--- config.mk ---
export PLATFORM = sky130hd
export DESIGN_NAME = dpm_host_ctrl
export DESIGN_NICKNAME = d
export VERILOG_FILES = /design/src/dpm_pkg.sv /design/src/dpm_port_seq.sv /design/src/dpm_host_ctrl.sv
export VERILOG_INCLUDE_DIRS = /design/src
export SDC_FILE = /design/constraint.sdc
export NUM_CORES = 1
export LEC_CHECK = 0
export BUFFER_PORTS_ARGS = -buffer_cell sky130_fd_sc_hd__buf_2
export CAP_MARGIN = 5
export CORE_ASPECT_RATIO = 1.25
export CORE_MARGIN = 1
export CORE_UTILIZATION = 33
export DETAILED_ROUTE_END_ITERATION = 6
export SLEW_MARGIN = 20
export SYNTH_ARGS = -nofsm -noshare
export SYNTH_HDL_FRONTEND = slang
export SYNTH_SLANG_ARGS = --single-unit
--- constraint.sdc ---
create_clock -name pclk -period 2.9 [get_ports pclk]
set_clock_uncertainty 0.05 [all_clocks]
set_input_delay 0.58 -clock pclk [delete_from_list [all_inputs] [get_ports pclk]]
set_output_delay 0.58 -clock pclk [all_outputs]
set_load 0.01 [all_outputs]
--- src/dpm_defines.svh ---
`ifndef DPM_DEFINES_SVH
`define DPM_DEFINES_SVH

`define DPM_CLK_NS        10
`define DPM_SETUP_NS      20
`define DPM_ACCESS_NS     80
`define DPM_RECOVER_NS    10
`define DPM_SETUP_CYC     ((`DPM_SETUP_NS + `DPM_CLK_NS - 1) / `DPM_CLK_NS)
`define DPM_ACCESS_CYC    ((`DPM_ACCESS_NS + `DPM_CLK_NS - 1) / `DPM_CLK_NS)
`define DPM_RECOVER_CYC   ((`DPM_RECOVER_NS + `DPM_CLK_NS - 1) / `DPM_CLK_NS)

`define DPM_OFS_CTRL      8'h00
`define DPM_OFS_LCMD      8'h04
`define DPM_OFS_LWDATA    8'h08
`define DPM_OFS_LSTAT     8'h0C
`define DPM_OFS_RCMD      8'h10
`define DPM_OFS_RWDATA    8'h14
`define DPM_OFS_RSTAT     8'h18

`define DPM_CTRL_MASTER   0
`define DPM_CTRL_TIE_L    1
`define DPM_CTRL_TIE_R    2
`define DPM_CTRL_SEEN     3
`define DPM_CMD_WRITE     16
`define DPM_CMD_TOKEN     17
`define DPM_ST_BUSY       16
`define DPM_ST_BLOCKED    17
`define DPM_ST_IRQ        18
`define DPM_ST_COLL       19

`define DPM_CTRL_RESET    3'h7
`define DPM_MBOX_LEFT     14'h3FFE
`define DPM_MBOX_RIGHT    14'h3FFF

`endif

--- src/dpm_pkg.sv ---
package dpm_pkg;

    typedef struct packed {
        logic        port_select_n;
        logic        write_strobe_n;
        logic        output_drive_enable_n;
        logic        token_space_select_n;
        logic [13:0] addr;
        logic [15:0] data_out;
        logic        data_oe;
    } dpm_pins_type;

    typedef struct packed {
        logic        write;
        logic        token;
        logic [13:0] addr;
        logic [15:0] wdata;
    } dpm_cmd_type;

    typedef struct packed {
        logic [15:0] rdata;
        logic        busy;
        logic        blocked;
        logic        irq;
        logic        coll_ok;
    } dpm_stat_type;

    typedef enum logic [1:0] {
        DPM_IDLE,
        DPM_SETUP,
        DPM_ACTIVE,
        DPM_RECOVER
    } dpm_state_type;

endpackage : dpm_pkg

--- src/dpm_port_seq.sv ---
`timescale 1ns/1ns
`include "dpm_defines.svh"

module dpm_port_seq
    import dpm_pkg::*;
(
    input  wire logic         pclk,
    input  wire logic         presetn,
    input  wire logic         start,
    input  wire dpm_cmd_type  cmd,
    input  wire logic         master,
    input  wire logic         tie,
    input  wire logic [15:0]  data_in,
    input  wire logic         irq_n_in,
    input  wire logic         coll_in,
    output dpm_pins_type      pins,
    output dpm_stat_type      stat
);

    logic [17:0]   sync1_reg;
    logic [17:0]   sync2_reg;
    dpm_state_type state_reg, state_next;
    logic [3:0]    cnt_reg, cnt_next;
    dpm_cmd_type   cmd_reg, cmd_next;
    dpm_pins_type  pins_reg, pins_next;
    dpm_stat_type  stat_reg, stat_next;
    logic          coll_ok;

    // Pins come from the other clock-less world
    always_ff @(posedge pclk or negedge presetn) begin
        if (!presetn) begin
            sync1_reg <= 18'h3_FFFF;
            sync2_reg <= 18'h3_FFFF;
        end else begin
            sync1_reg <= {data_in, irq_n_in, coll_in};
            sync2_reg <= sync1_reg;
        end
    end

    // Slave mode: our own tie level is what the device sees
    assign coll_ok = master ? sync2_reg[0] : tie;

    always_comb begin
        state_next        = state_reg;
        cnt_next          = cnt_reg;
        cmd_next          = cmd_reg;
        pins_next         = pins_reg;
        stat_next         = stat_reg;
        stat_next.irq     = ~sync2_reg[1];
        stat_next.coll_ok = coll_ok;
        unique case (state_reg)
            DPM_IDLE: begin
                stat_next.busy = 1'b0;
                if (start) begin
                    cmd_next                        = cmd;
                    state_next                      = DPM_SETUP;
                    cnt_next                        = 4'(`DPM_SETUP_CYC);
                    stat_next.busy                  = 1'b1;
                    stat_next.blocked               = 1'b0;
                    pins_next.addr                  = cmd.addr;
                    pins_next.port_select_n         = cmd.token;
                    pins_next.token_space_select_n  = ~cmd.token;
                    pins_next.data_out              = cmd.wdata;
                    pins_next.data_oe               = cmd.write;
                end
            end
            DPM_SETUP: begin
                cnt_next = cnt_reg - 4'h1;
                if (cnt_reg == 4'h1) begin
                    state_next = DPM_ACTIVE;
                    cnt_next   = 4'(`DPM_ACCESS_CYC);
                    if (cmd_reg.write) begin
                        pins_next.write_strobe_n = 1'b0;
                    end else begin
                        pins_next.output_drive_enable_n = 1'b0;
                    end
                end
            end
            DPM_ACTIVE: begin
                // In master mode, stretch the pulse while flagged so the write completes after release; slave mode keeps counting
                if (!coll_ok) begin
                    if (cmd_reg.write) begin
                        stat_next.blocked = 1'b1;
                    end
                    if (!master) begin
                        cnt_next = cnt_reg - 4'h1;
                    end
                end else begin
                    cnt_next = cnt_reg - 4'h1;
                end
                if (cnt_next == 4'h0) begin
                    state_next                      = DPM_RECOVER;
                    cnt_next                        = 4'(`DPM_RECOVER_CYC);
                    pins_next.write_strobe_n        = 1'b1;
                    // Dropping the enable lets a polled token value refresh
                    pins_next.output_drive_enable_n = 1'b1;
                    if (!cmd_reg.write) begin
                        stat_next.rdata = sync2_reg[17:2];
                    end
                end
            end
            DPM_RECOVER: begin
                cnt_next = cnt_reg - 4'h1;
                if (cnt_reg == 4'h1) begin
                    state_next                     = DPM_IDLE;
                    pins_next.port_select_n        = 1'b1;
                    pins_next.token_space_select_n = 1'b1;
                    pins_next.data_oe              = 1'b0;
                end
            end
        endcase
    end

    always_ff @(posedge pclk or negedge presetn) begin
        if (!presetn) begin
            state_reg <= DPM_IDLE;
            cnt_reg   <= 4'h0;
            cmd_reg   <= '0;
            pins_reg  <= '{port_select_n: 1'b1, write_strobe_n: 1'b1, output_drive_enable_n: 1'b1,
                           token_space_select_n: 1'b1, addr: 14'h0000, data_out: 16'h0000, data_oe: 1'b0};
            stat_reg  <= '{rdata: 16'h0000, busy: 1'b0, blocked: 1'b0, irq: 1'b0, coll_ok: 1'b1};
        end else begin
            state_reg <= state_next;
            cnt_reg   <= cnt_next;
            cmd_reg   <= cmd_next;
            pins_reg  <= pins_next;
            stat_reg  <= stat_next;
        end
    end

    assign pins = pins_reg;
    assign stat = stat_reg;

endmodule : dpm_port_seq

--- src/dpm_host_ctrl.sv ---
// How it works
// - In slave mode we drive the flag inputs high, or low to block.
// - Either collision flag low may be treated as an illegal-access event.
// - Depth cascades AND the collision flags externally.
// - Token access: port select high, token space select low.
`timescale 1ns/1ns
`include "dpm_defines.svh"

module dpm_host_ctrl
    import dpm_pkg::*;
(
    input  wire logic         pclk,
    input  wire logic         presetn,
    input  wire logic         psel,
    input  wire logic         penable,
    input  wire logic         pwrite,
    input  wire logic [31:0]  paddr,
    input  wire logic [31:0]  pwdata,
    output logic      [31:0]  prdata,
    output logic              pready,
    output logic              pslverr,
    output logic              hierarchy_select,
    output dpm_pins_type      left_pins,
    input  wire logic [15:0]  left_data_in,
    input  wire logic         left_mailbox_irq,
    input  wire logic         left_collision_flag_in,
    output logic              left_collision_flag_out,
    output logic              left_collision_flag_oe,
    output dpm_pins_type      right_pins,
    input  wire logic [15:0]  right_data_in,
    input  wire logic         right_mailbox_irq,
    input  wire logic         right_collision_flag_in,
    output logic              right_collision_flag_out,
    output logic              right_collision_flag_oe
);

    logic [2:0]   ctrl_reg, ctrl_next;
    logic         seen_reg, seen_next;
    logic [15:0]  lwdata_reg, lwdata_next;
    logic [15:0]  rwdata_reg, rwdata_next;
    logic         lstart_reg, lstart_next;
    logic         rstart_reg, rstart_next;
    dpm_cmd_type  lcmd_reg, lcmd_next;
    dpm_cmd_type  rcmd_reg, rcmd_next;
    logic [31:0]  prdata_reg, prdata_next;
    logic         pready_reg, pready_next;
    logic         pslverr_reg, pslverr_next;
    logic         cout_l_reg, cout_l_next;
    logic         cout_r_reg, cout_r_next;
    logic         coe_reg, coe_next;
    dpm_stat_type lstat;
    dpm_stat_type rstat;
    logic [7:0]   ofs;
    logic         setup;
    logic         wr_done;
    logic         master;

    assign ofs     = paddr[7:0];
    assign setup   = psel && !penable;
    assign wr_done = psel && penable && pready_reg && pwrite && !pslverr_reg;
    assign master  = ctrl_reg[`DPM_CTRL_MASTER];

    dpm_port_seq u_left (
        .pclk     (pclk),
        .presetn  (presetn),
        .start    (lstart_reg),
        .cmd      (lcmd_reg),
        .master   (master),
        .tie      (ctrl_reg[`DPM_CTRL_TIE_L]),
        .data_in  (left_data_in),
        .irq_n_in (left_mailbox_irq),
        .coll_in  (left_collision_flag_in),
        .pins     (left_pins),
        .stat     (lstat)
    );

    dpm_port_seq u_right (
        .pclk     (pclk),
        .presetn  (presetn),
        .start    (rstart_reg),
        .cmd      (rcmd_reg),
        .master   (master),
        .tie      (ctrl_reg[`DPM_CTRL_TIE_R]),
        .data_in  (right_data_in),
        .irq_n_in (right_mailbox_irq),
        .coll_in  (right_collision_flag_in),
        .pins     (right_pins),
        .stat     (rstat)
    );

    function automatic logic [31:0] stat_word(input dpm_stat_type s);
        logic [31:0] w;
        w                  = {16'h0000, s.rdata};
        w[`DPM_ST_BUSY]    = s.busy;
        w[`DPM_ST_BLOCKED] = s.blocked;
        w[`DPM_ST_IRQ]     = s.irq;
        w[`DPM_ST_COLL]    = s.coll_ok;
        return w;
    endfunction : stat_word

    function automatic dpm_cmd_type make_cmd(input logic [31:0] d, input logic [15:0] wd);
        dpm_cmd_type c;
        c.write = d[`DPM_CMD_WRITE];
        c.token = d[`DPM_CMD_TOKEN];
        c.addr  = d[13:0];
        c.wdata = wd;
        return c;
    endfunction : make_cmd

    always_comb begin
        ctrl_next    = ctrl_reg;
        seen_next    = seen_reg;
        lwdata_next  = lwdata_reg;
        rwdata_next  = rwdata_reg;
        lcmd_next    = lcmd_reg;
        rcmd_next    = rcmd_reg;
        lstart_next  = 1'b0;
        rstart_next  = 1'b0;
        prdata_next  = prdata_reg;
        // Error only stands alongside pready
        pslverr_next = 1'b0;
        pready_next  = setup;
        if (setup) begin
            prdata_next  = 32'h0000_0000;
            pslverr_next = 1'b0;
            if (paddr[31:8] != 24'h00_0000) begin
                pslverr_next = 1'b1;
            end else begin
                unique case (ofs)
                    `DPM_OFS_CTRL:   prdata_next = {28'h000_0000, seen_reg, ctrl_reg};
                    `DPM_OFS_LCMD:   pslverr_next = pwrite && lstat.busy;
                    `DPM_OFS_LWDATA: prdata_next = {16'h0000, lwdata_reg};
                    `DPM_OFS_LSTAT:  prdata_next = stat_word(lstat);
                    `DPM_OFS_RCMD:   pslverr_next = pwrite && rstat.busy;
                    `DPM_OFS_RWDATA: prdata_next = {16'h0000, rwdata_reg};
                    `DPM_OFS_RSTAT:  prdata_next = stat_word(rstat);
                    default:         pslverr_next = 1'b1;
                endcase
            end
        end
        if (wr_done) begin
            unique case (ofs)
                `DPM_OFS_CTRL: begin
                    ctrl_next = pwdata[2:0];
                    if (pwdata[`DPM_CTRL_SEEN]) begin
                        seen_next = 1'b0;
                    end
                end
                `DPM_OFS_LCMD: begin
                    lcmd_next   = make_cmd(pwdata, lwdata_reg);
                    lstart_next = 1'b1;
                end
                `DPM_OFS_RCMD: begin
                    rcmd_next   = make_cmd(pwdata, rwdata_reg);
                    rstart_next = 1'b1;
                end
                `DPM_OFS_LWDATA: lwdata_next = pwdata[15:0];
                `DPM_OFS_RWDATA: rwdata_next = pwdata[15:0];
                default: ;
            endcase
        end
        // Set wins over a clear in the same cycle
        if (master && (!lstat.coll_ok || !rstat.coll_ok)) begin
            seen_next = 1'b1;
        end
        coe_next    = ~master;
        cout_l_next = ctrl_reg[`DPM_CTRL_TIE_L];
        cout_r_next = ctrl_reg[`DPM_CTRL_TIE_R];
    end

    always_ff @(posedge pclk or negedge presetn) begin
        if (!presetn) begin
            ctrl_reg    <= `DPM_CTRL_RESET;
            seen_reg    <= 1'b0;
            lwdata_reg  <= 16'h0000;
            rwdata_reg  <= 16'h0000;
            lcmd_reg    <= '0;
            rcmd_reg    <= '0;
            lstart_reg  <= 1'b0;
            rstart_reg  <= 1'b0;
            prdata_reg  <= 32'h0000_0000;
            pready_reg  <= 1'b0;
            pslverr_reg <= 1'b0;
            cout_l_reg  <= 1'b1;
            cout_r_reg  <= 1'b1;
            coe_reg     <= 1'b0;
        end else begin
            ctrl_reg    <= ctrl_next;
            seen_reg    <= seen_next;
            lwdata_reg  <= lwdata_next;
            rwdata_reg  <= rwdata_next;
            lcmd_reg    <= lcmd_next;
            rcmd_reg    <= rcmd_next;
            lstart_reg  <= lstart_next;
            rstart_reg  <= rstart_next;
            prdata_reg  <= prdata_next;
            pready_reg  <= pready_next;
            pslverr_reg <= pslverr_next;
            cout_l_reg  <= cout_l_next;
            cout_r_reg  <= cout_r_next;
            coe_reg     <= coe_next;
        end
    end

    assign prdata                   = prdata_reg;
    assign pready                   = pready_reg;
    assign pslverr                  = pslverr_reg;
    assign hierarchy_select         = ctrl_reg[`DPM_CTRL_MASTER];
    assign left_collision_flag_out  = cout_l_reg;
    assign right_collision_flag_out = cout_r_reg;
    assign left_collision_flag_oe   = coe_reg;
    assign right_collision_flag_oe  = coe_reg;

endmodule : dpm_host_ctrl

==> metrics.md <==
| Metric | Value |
|---|---|
| Outcome | `complete, no violations` |
| Layout cells sized above 1 | `0.512` |
| Clock Tree Buf Depth | `3` |
| Final Total Pwr | `about 12 mW` |
| Final HPWL DP | `21.9 mm` |
| CP max FO | `16` |
| Async set-reset flop share out of synthesis | `1.00` |
| DRC violations left | `0` |
| Core Footprint | `38100 sq um` |
| Diodes inserted | `0` |
| Depth of the CTS H-tree | `2` |
| Min Clock Period, post-route | `between 2 and 2.5 ns` |
| Initial Util | `0.335` |
| R2r worst-path depth | `6` |
| Initial drt markers | `415` |
| Crit Path Category | `reg2reg` |
| GRT busiest layer | `met2` |
| Avg Inst Size Synth | `roughly 14 sq um` |
| Met3 Usage GRT | `0.0379` |
| Num CTS Buffers | `36` |
| Final setup TNS | `0 ns` |
| Worst R2R Setup Slack | `between 0.5 and 0.6 ns` |
| Met2 usage | `0.282` |
| Clock-pin slew on the worst setup and hold paths | `0.06 ns` |
| Crit start category | `flip-flop` |
| FF+latch count, synth | `approximately 320` |
| RSZ-0062 raised after global routing | `no` |
| Port bufs | `187` |
| Vias in the first global route | `8478` |
| CP arrival | `2.72 ns` |
| Multi-input logic area | `4250 sq um` |
| Ports | `214` |
| Register area share after synthesis | `0.641` |
| Met1 usage | `0.206` |
| Routed Antenna Nets | `0` |
| Die height | `between 200 and 250 um` |
| Reg-to-reg endpoint | `u_left.stat[18]$_DFFE_PN0P_` |
| Number of enable flip-flop cells after synthesis | `0` |
| Overall routing resource usage | `0.166` |
| Worst vdd ir | `0.417 mV` |
| PD cells | `738 nW/um^2` |
| Pleak | `7.56 nW` |
| Routability cong. | `0.821` |
| CTS sink count | `323` |
| Routed WL per cell | `19.6 um` |
| Post-synth top flop | `dfrtp_1` |
| Final cycle utilization of the critical path | `0.819` |
| Total setup buffers inserted after CTS | `0` |
| Worst skew pair latency | `between 0.5 and 0.6 ns` |
| Post-Syn Area | `roughly 13000 sq um` |
| Final Slew Violations | `0` |
| Area taken by flip-flops and latches | `8190 sq um` |
| 1st-pass router iterations | `5` |
| Post-Place Cells | `~1600` |
| Worst Path Required | `3.25 ns` |
| Layout area overhead | `22.5%` |
| Via density | `4.95` |
| Total gr overflow | `0` |
| # fillers | `3553` |
| Initial antenna violation count | `1` |
| Final hold vios | `0` |
| First-pass GRT wire length | `49.7 mm` |
| Max-cap violation count | `0` |
| Worst slew pin tran | `0.949 ns` |
| Cell Count, Final, Fillers Out | `around 1600` |
| F_max | `around 0.42 GHz` |
| DRT Wirelength | `31.9 mm` |
| Row Count | `80` |
| Final Setup Violations | `0` |
| Cell variety after synth | `55` |
| Worst Hold Class | `in2async` |
| YS warnings | `0` |
| R2r startpoint | `ctrl_reg[0]$_DFFE_PN1P_` |
| CTS tree | `yes` |
| Final net count | `~1200` |
| DIE WIDTH | `178 um` |
| Root Buffer | `clkbuf_16` |
| PostCTS Resize Cnt | `0` |
| Pin count of the biggest net entering global routing | `76` |
| Syn Inst Count | `900` |
| Via Count | `about 8100` |
| Slew HR | `0.367` |
| Cts hold-fix bufs | `0` |
| Die Footprint | `39500 sq um` |
| Critical path endpoint category | `flip-flop` |
## stage by stage
step | area (sq um) | utilization | hold WS (ns) | setup WS, ns
2_1_floorplan | 12800 | - | 0.234 | 0.487
3_3_place_gp | 14500 | 0.379 | 0.296 | 0.167
3_5_place_dp | 14500 | 0.379 | 0.297 | 0.172
4_1_cts | 15600 | 0.410 | 0.0368 | 0.511
5_1_grt | 15600 | 0.410 | 0.0586 | 0.395
6_report | 15600 | 0.410 | 0.0352 | 0.525
## worst max-delay path: stages (launching register included)
cell      delay [ns]
dfstp_2         0.71
nor2b_1         0.44
nand2_1         0.15
a21oi_1         0.22
nand3b_1        0.10
buf_4           0.27
mux2_2          0.31
## synthesized netlist by cell type (3+ instances only)
| library cell | n | area, sq um |
|---|---|---|
| nor3_1 | 5 | 25.0 |
| nor3b_1 | 3 | 22.5 |
| nor4_1 | 8 | 50.1 |
| dfrtp_1 | 236 | 5910 |
| xnor2_1 | 3 | 26.3 |
| nor2_1 | 20 | 75.1 |
| clkbuf_1 | 21 | 78.8 |
| nor2b_1 | 9 | 56.3 |
| buf_1 | 8 | 30.0 |
| inv_1 | 21 | 78.8 |
| o31ai_1 | 4 | 30.0 |
| nand2_1 | 56 | 210 |
| a32oi_1 | 9 | 78.8 |
| buf_6 | 3 | 33.8 |
| mux2_2 | 213 | 2400 |
| dfstp_2 | 87 | 2290 |
| nand2b_1 | 8 | 50.1 |
| nand3_1 | 7 | 35.0 |
| o2bb2ai_1 | 3 | 26.3 |
| o21ai_0 | 40 | 200 |
| a32o_1 | 4 | 40.0 |
| or3_1 | 3 | 18.8 |
| buf_2 | 3 | 15.0 |
| o22ai_1 | 6 | 37.5 |
| nand4_1 | 4 | 25.0 |
| a22oi_1 | 4 | 30.0 |
| a21oi_1 | 29 | 145 |
| ha_1 | 14 | 175 |
| a222oi_1 | 12 | 120 |
| buf_4 | 20 | 150 |
## worst max path at each step
| stage | start | end | slack (ns) |
|---|---|---|---|
| final | ctrl_reg[0]$_DFFE_PN1P_ | u_left.stat[18]$_DFFE_PN0P_ | 0.52 |
| after global routing | ctrl_reg[0]$_DFFE_PN1P_ | u_left.stat[7]$_DFFE_PN0P_ | 0.40 |
| after CTS | ctrl_reg[0]$_DFFE_PN1P_ | u_left.stat[18]$_DFFE_PN0P_ | 0.51 |
| after detailed placement | paddr[5] | lcmd_reg[10]$_DFFE_PN0P_ | 0.17 |
| after global placement | paddr[5] | lcmd_reg[10]$_DFFE_PN0P_ | 0.17 |
| after floorplan | paddr[5] | lcmd_reg[16]$_DFFE_PN0P_ | 0.49 |
## logic make-up (layout without fill, tap and decap cells)
kind of cell               after synthesis  in the layout  synth area share
other                                    1             12          0.000294
xor gates and xnor gates                 3              3           0.00206
and+or+nand+nor                        136            136            0.0538
muxes                                  215            215             0.189
adders and majority gates               14             14            0.0137
DFF                                    323            323             0.641
buffers and inverters                   76            303            0.0303
AOI/OAI and AO/OA                      132            132            0.0690
## cell usage in the layout, fill, tap and decap left out, types with 3 or more instances in the layout
cell	synthesis	layout
ha_1	14	14
clkbuf_8	0	7
nor2_1	20	20
nand2b_1	8	8
a32oi_1	9	9
o22ai_1	6	6
a32o_1	4	4
inv_1	21	21
a21oi_1	29	29
nor3_1	5	5
buf_2	3	186
nand2_1	56	54
dfrtp_1	236	236
clkbuf_1	21	11
o2bb2ai_1	3	3
buf_4	20	16
clkinv_2	0	5
xnor2_1	3	3
nor4_1	8	8
a222oi_1	12	12
nor2b_1	9	7
nor3b_1	3	3
dfstp_2	87	87
nand4_1	4	4
o31ai_1	4	4
a22oi_1	4	4
clkbuf_16	0	37
mux2_2	213	213
conb_1	1	12
buf_12	0	13
nand3_1	7	7
o21ai_0	40	40
or3_1	3	3
## power breakdown
group	leakage, nW	internal, mW	total [mW]	switching, mW
clock network	0.580	2.72	4.52	1.80
logic	2.84	0.810	1.81	1.00
registers	4.14	4.95	5.21	0.263
## area by class of cell
type / instances / area share
sequential: 323 / 0.524
clock buffer: 55 / 0.0680
clock inverter: 11 / 0.00760
timing repair buffer: 216 / 0.0848
tap: 492 / 0.0394
multi-input combinational: 512 / 0.272
inverter: 21 / 0.00504
## metal layers
| layer | up-vias | wire length [um] |
|---|---|---|
| met4 | 2 | 879 |
| met2 | 252 | 16100 |
| met3 | 58 | 1910 |
| met5 | - | 13 |
| met1 | 4124 | 13000 |
| li1 | 3627 | - |
(Power assumes the default switching activity.)
